`src/hdl/ttsc_pkg.sv`:
```
package ttsc_pkg;
    // Frame layout and codes
    localparam int FRAME_BYTES = 8;
    localparam logic [7:0] CMD_CHANGE_TAG = 8'h04;
    localparam logic [7:0] ASCII_ZERO = 8'h30;
    localparam logic [7:0] ASCII_NINE = 8'h39;
    localparam logic [7:0] TAG_DEFAULT_CODE = 8'h99;
    localparam logic [7:0] TAG_BLOCK8_CODE = 8'h33;
    localparam logic [2:0] CHAN_BYTE_MASK_HI = 3'h0;
    // Status codes
    localparam logic [7:0] ST_OK = 8'h00;
    localparam logic [7:0] ST_BAD_TYPE = 8'h04;
    localparam logic [7:0] ST_BAD_CHAN = 8'h05;
    localparam logic [7:0] ST_BAD_CMD = 8'h07;
    // Block sizes in bytes, then reply count reset value
    localparam logic [3:0] BLOCK_BYTES_STD = 4'h4;
    localparam logic [3:0] BLOCK_BYTES_WIDE = 4'h8;
    localparam logic [7:0] RESET_REPLY_COUNT = 8'h00;
endpackage : ttsc_pkg

```
`src/hdl/ttsc_change_tag.sv`:
```
// What this block does
// - Response byte 0 carries code 04h
// - Echo channel and toggle, upper bits reserved
// - Byte 2 status, byte 3 reply count
// - Configure head on addressed channel
// - Store tag type per channel non-volatile
// - Recognise listed tag type codes only
// - Code 99 defers to head default
// - Factory restore sets 99 on all channels
// - Type 33 uses eight-byte memory blocks
// - Types 40, 42, 43 accept 4/7-byte IDs
module ttsc_change_tag #(
    parameter int CHANNELS = 4
) (
    // Clock and reset
    input wire logic clk_sys,
    input wire logic rst,
    // Command frame in
    input wire logic cmd_valid,
    input wire logic [7:0] cmd_b0,
    input wire logic [7:0] cmd_b1,
    input wire logic [7:0] cmd_b2,
    input wire logic [7:0] cmd_b3,
    // Factory default restore request
    input wire logic factory_restore,
    // Response frame out
    output logic rsp_valid,
    output logic [7:0] rsp_b0,
    output logic [7:0] rsp_b1,
    output logic [7:0] rsp_b2,
    output logic [7:0] rsp_b3,
    output logic [7:0] rsp_b4,
    output logic [7:0] rsp_b5,
    output logic [7:0] rsp_b6,
    output logic [7:0] rsp_b7,
    // Head configuration
    output logic head_cfg_valid,
    output logic [2:0] head_cfg_chan,
    output logic [7:0] head_cfg_type,
    output logic head_cfg_use_default,
    // Non-volatile store write
    output logic nv_wr,
    output logic [2:0] nv_chan,
    output logic [7:0] nv_type,
    // Per-channel memory geometry
    output logic [CHANNELS-1:0] chan_block8,
    output logic [CHANNELS-1:0] chan_uid_4or7
);

    logic [7:0] tag_r [CHANNELS];
    logic [7:0] reply_cnt_r;
    logic [7:0] code_nxt;
    logic code_ok;
    logic [2:0] chan;
    logic chan_ok;
    logic is_ct;

    assign chan = cmd_b1[3:1];
    assign chan_ok = 32'(chan) < CHANNELS;
    assign is_ct = cmd_b0 == ttsc_pkg::CMD_CHANGE_TAG;
    // Two ASCII digits packed into BCD
    assign code_nxt = {cmd_b2[3:0], cmd_b3[3:0]};

    // Accepted codes table
    always_comb begin
        code_ok = 1'b0;
        if (cmd_b2 >= ttsc_pkg::ASCII_ZERO && cmd_b2 <= ttsc_pkg::ASCII_NINE &&
            cmd_b3 >= ttsc_pkg::ASCII_ZERO && cmd_b3 <= ttsc_pkg::ASCII_NINE) begin
            case (code_nxt)
                // One code a line so a missing family stands out
                8'h02,
                8'h03,
                8'h11,
                8'h12,
                8'h20,
                8'h21,
                8'h22,
                8'h23,
                8'h24,
                8'h31,
                8'h33,
                8'h34,
                8'h35,
                8'h40,
                8'h41,
                8'h42,
                8'h43,
                8'h50,
                8'h52,
                8'h72,
                8'h73,
                8'h74,
                8'h75,
                8'h76,
                8'h80,
                8'h99: code_ok = 1'b1;
                default: code_ok = 1'b0;
            endcase
        end
    end

    logic accept;
    assign accept = cmd_valid && is_ct && chan_ok && code_ok;

    // Held types load accepted codes; reset and restore load 99 without writing the store
    generate
        for (genvar g = 0; g < CHANNELS; g++) begin : g_chan
            always_ff @(posedge clk_sys or posedge rst) begin
                if (rst) begin
                    tag_r[g] <= ttsc_pkg::TAG_DEFAULT_CODE;
                end else if (factory_restore) begin
                    tag_r[g] <= ttsc_pkg::TAG_DEFAULT_CODE;
                end else if (accept && 32'(chan) == g) begin
                    tag_r[g] <= code_nxt;
                end
            end
            always_ff @(posedge clk_sys or posedge rst) begin
                if (rst) begin
                    chan_block8[g] <= 1'b0;
                    chan_uid_4or7[g] <= 1'b0;
                end else begin
                    chan_block8[g] <= tag_r[g] == ttsc_pkg::TAG_BLOCK8_CODE;
                    chan_uid_4or7[g] <= tag_r[g] == 8'h40 || tag_r[g] == 8'h42 ||
                        tag_r[g] == 8'h43;
                end
            end

        end
    endgenerate

    // Response frame
    always_ff @(posedge clk_sys or posedge rst) begin
        if (rst) begin
            rsp_valid <= 1'b0;
            rsp_b0 <= 8'h00;
            rsp_b1 <= 8'h00;
            rsp_b2 <= 8'h00;
            rsp_b3 <= 8'h00;
            reply_cnt_r <= ttsc_pkg::RESET_REPLY_COUNT;
        end else begin
            rsp_valid <= cmd_valid;
            if (cmd_valid) begin
                rsp_b0 <= ttsc_pkg::CMD_CHANGE_TAG;
                rsp_b1 <= {4'h0, cmd_b1[3:0]};
                rsp_b3 <= reply_cnt_r + 8'h01;
                reply_cnt_r <= reply_cnt_r + 8'h01;
                if (!is_ct) begin
                    rsp_b2 <= ttsc_pkg::ST_BAD_CMD;
                end else if (!chan_ok) begin
                    rsp_b2 <= ttsc_pkg::ST_BAD_CHAN;
                end else if (!code_ok) begin
                    rsp_b2 <= ttsc_pkg::ST_BAD_TYPE;
                end else begin
                    rsp_b2 <= ttsc_pkg::ST_OK;
                end
            end
        end
    end

    // Unused bytes stay zero
    always_ff @(posedge clk_sys or posedge rst) begin
        if (rst) begin
            rsp_b4 <= 8'h00;
            rsp_b5 <= 8'h00;
            rsp_b6 <= 8'h00;
            rsp_b7 <= 8'h00;
        end else begin
            rsp_b4 <= 8'h00;
            rsp_b5 <= 8'h00;
            rsp_b6 <= 8'h00;
            rsp_b7 <= 8'h00;
        end
    end

    // Head configuration and persistence
    always_ff @(posedge clk_sys or posedge rst) begin
        if (rst) begin
            head_cfg_valid <= 1'b0;
            head_cfg_chan <= 3'h0;
            head_cfg_type <= 8'h00;
            head_cfg_use_default <= 1'b0;
            nv_wr <= 1'b0;
            nv_chan <= 3'h0;
            nv_type <= 8'h00;
        end else begin
            head_cfg_valid <= accept;
            nv_wr <= accept;
            if (accept) begin
                head_cfg_chan <= chan;
                head_cfg_type <= code_nxt;
                head_cfg_use_default <= code_nxt == ttsc_pkg::TAG_DEFAULT_CODE;
                nv_chan <= chan;
                nv_type <= code_nxt;
            end
        end
    end
endmodule : ttsc_change_tag

```
`config.mk`:
```
export PLATFORM = sky130hd
export DESIGN_NAME = ttsc_change_tag
export DESIGN_NICKNAME = d
export VERILOG_FILES = /design/src/hdl/ttsc_pkg.sv /design/src/hdl/ttsc_change_tag.sv
export SDC_FILE = /design/constraint.sdc
export NUM_CORES = 1
export LEC_CHECK = 0
export BUFFER_PORTS_ARGS = -buffer_cell sky130_fd_sc_hd__clkbuf_2
export CAP_MARGIN = 15
export CELL_PAD_IN_SITES_DETAIL_PLACEMENT = 0
export CELL_PAD_IN_SITES_GLOBAL_PLACEMENT = 1
export CORE_MARGIN = 2
export CORE_UTILIZATION = 40
export CTS_BUF_LIST = sky130_fd_sc_hd__clkbuf_4 sky130_fd_sc_hd__clkbuf_8
export CTS_CLUSTER_DIAMETER = 30
export DETAILED_ROUTE_END_ITERATION = 10
export PLACE_DENSITY = 0.92
export SLEW_MARGIN = 10
export SYNTH_ARGS = -nofsm -noshare
export SYNTH_HDL_FRONTEND = slang
export SYNTH_SLANG_ARGS = --single-unit
```
`constraint.sdc`:
```
create_clock -name clk_sys -period 2 [get_ports clk_sys]
set_clock_uncertainty 0.05 [all_clocks]
set_input_delay 0 -clock clk_sys [delete_from_list [all_inputs] [get_ports clk_sys]]
set_output_delay 0 -clock clk_sys [all_outputs]
set_load 0.05 [all_outputs]
```
==> impl_metrics.tcl <==
set metrics [dict create \
    clock-root-buffer "clkbuf_8" \
    power.leakage_uw 0.00239 \
    synth_warnings 0 \
    grt_pass1_wl_um 11800 \
    sequentialPowerShare_pct 41.1 \
    final-hold-violation-count 0 \
    ys_types 54 \
    final_antenna_net_count 0 \
    hpwlAfterDp_um 5150 \
    n_antenna_cell 0 \
    top_layer "met4" \
    met2WireLength_um 3740 \
    post_dp_cell_area_um2 4160 \
    synth.cell_area_um2 3800 \
    fin_crit_ps 1920 \
    finalSetupTns_ps 0 \
    postSynthAreaPerCell_um2 11.5 \
    synthFlopType "dfrtp_1" \
    cts.sinks 70 \
    ir_drop_mv 0.416 \
    globalplace.congestion 0.736 \
    netSwitchingFraction_pct 33.8 \
    crit_required_ps 2170 \
    final_nets 456 \
    startpoint_type "input port" \
    syn2layout_area_growth_pct 18.8 \
    clk_pin_slew_worst_paths_ps 70 \
    final_common_cell "clkbuf_2" \
    track_usage_pct 14.9 \
    first_global_vias 2370 \
    die_y_um 102 \
    worstHoldPathType "in -> reg" \
    power_frac_clock_pct 37.0 \
    cts.path.max_buffers 2 \
    worstSetupPathType "in -> reg" \
    syn_inst 330 \
    ys_seq_elements 70 \
    drt_iter0_drc 91 \
    slew_viol_final 0 \
    wl_met1_um 3160 \
    yosysSeqAreaShare_pct 46.6 \
    setup_viol 0 \
    power_density_nw_per_um2 855 \
    dr.pass1.iters 4 \
    antenna_found_initial 0 \
    design_area_um2 4520 \
    power_frac_comb_pct 22.0 \
    die_w_um 102 \
    synth_enable_flop_cells 0 \
    crit_fanout 2 \
    ios 134 \
    finalCoreUtilization_pct 48.9 \
    drv_cap 0 \
    fin_crit_sh_pct 96.2 \
    max_freq_ghz 0.520 \
    cts_made_buffers 9 \
    async_reset_ff_share_pct 100 \
    start_util_pct 41.2 \
    total_power_uw 3870 \
    vias_per_cell 4.60 \
    critPathCaptureType "register" \
    wire_per_inst_um 13.3 \
    htreeDepth 3 \
    drt_drc_violations_left 0 \
    dieArea_um2 10300 \
    std_cell_rows 35 \
    clk_latency_ps 350 \
    drive_gt1_share_pct 35.8 \
    p_int_uw 2560 \
    crit_arrival_ps 2100 \
    p_switching_uw 1310 \
    core_region_area_um2 9240 \
    io_buffer_count 81 \
    rsz0062_at_grt "no" \
    wirelength_um 7360 \
    vias 2546 \
    tightest_slew_ps 652 \
    met3_length_um 363 \
    cts_tree "built" \
    status "finished, final reports clean" \
    maxSlewHeadroom_pct 56.5 \
    mostFrequentLayoutCells "clkbuf_2, dfrtp_1, conb_1" \
    grt_max_degree 47 \
    gr-total-overflow 0 \
]
## Yosys cell counts, drive strengths merged (6+ instances only)
cell | count | share of area (%)
buf | 68 | 13
dfrtp | 54 | 36
mux2i | 34 | 8.9
nor2 | 28 | 2.8
nand2b | 19 | 3.1
dfstp | 16 | 11
mux2 | 14 | 4.6
nor3 | 9 | 1.5
nand2 | 7 | 0.69
and3 | 6 | 0.99
clkbuf | 6 | 0.59
nand3 | 6 | 0.79
## metal layers
layer,track usage (%),up-vias
li1,-,1206
met1,18.8,1250
met2,24.3,81
met3,5.11,9
met4,4.57,0
met5,0,-
## final timing paths
check,start,endpoint,slack (ps),cells after the start
worst max-delay path,cmd_b0[6],rsp_b2[1],80,6
worst min-delay path,cmd_b2[3],head_cfg_type[7],40,2
worst max register to register,rsp_b2[1],rsp_b2[1],690,3
worst min register to register,rsp_b0[2],rsp_b0[2],410,1
max in group asynchronous,rst,tag_r[11],1020,4
min in group asynchronous,rst,rsp_b1[0],170,3
## cell type report
| class | count | area, um2 |
|---|---|---|
| multi-input cells | 229 | 1670 |
| inverters | 4 | 15.0 |
| well taps | 129 | 161 |
| clock buffers | 10 | 138 |
| flip-flops and latches | 70 | 1770 |
| repair buffers | 105 | 653 |
| clock inverters | 6 | 116 |
| fillers | 834 | 4720 |
## kinds of logic after synthesis
group	synth area share, %
xor gates and xnor gates	1.61
adders and majority gates	0.329
other	0.0986
buffers and inverters	14.3
AOI/OAI and AO/OA	6.64
DFF	46.6
muxes	13.6
and+or+nand+nor	16.9
## stage by stage
stage	hold WS (ps)	std cells	setup slack, ps
final	38.4	553	75.9
after global routing	45.4	553	22.5
after CTS	23.5	553	51.3
after detailed placement	12.5	527	105
after global placement	4.35	527	191
after floorplan	-18.6	377	141
## worst max-delay path, cell delays in order
cell           delay [ps]
dlygate4sd3_1         550
clkbuf_2              120
nor4_2                160
dlygate4sd3_1         590
a31oi_1                90
dlygate4sd3_1         590
## flip-flops by register name, summed over array words and instances (netlist names)
register / flops
chan_block8: 4
chan_uid_4or7: 4
head_cfg_type: 8
head_cfg_use_default: 1
nv_chan: 3
nv_wr: 1
reply_cnt_r: 8
rsp_b0: 1
rsp_b1: 4
rsp_b2: 3
rsp_valid: 1
tag_r: 32
## power groups by stage
stage / logic (uW) / clock network [uW] / registers, uW
finish: 849 / 1430 / 1590
global placement: 825 / 0 / 1610
global route: 894 / 1540 / 1600
floorplan: 473 / 0 / 1860
CTS: 854 / 1470 / 1590
detailed placement: 839 / 0 / 1610
## repair_timing
item,CTS,global route
hold endpoints to repair,33,0
buffers inserted,0,1
gates resized for setup,0,1
hold buffers,10,0
endpoints found under the setup margin,0,39
(Power assumes the default switching activity.)
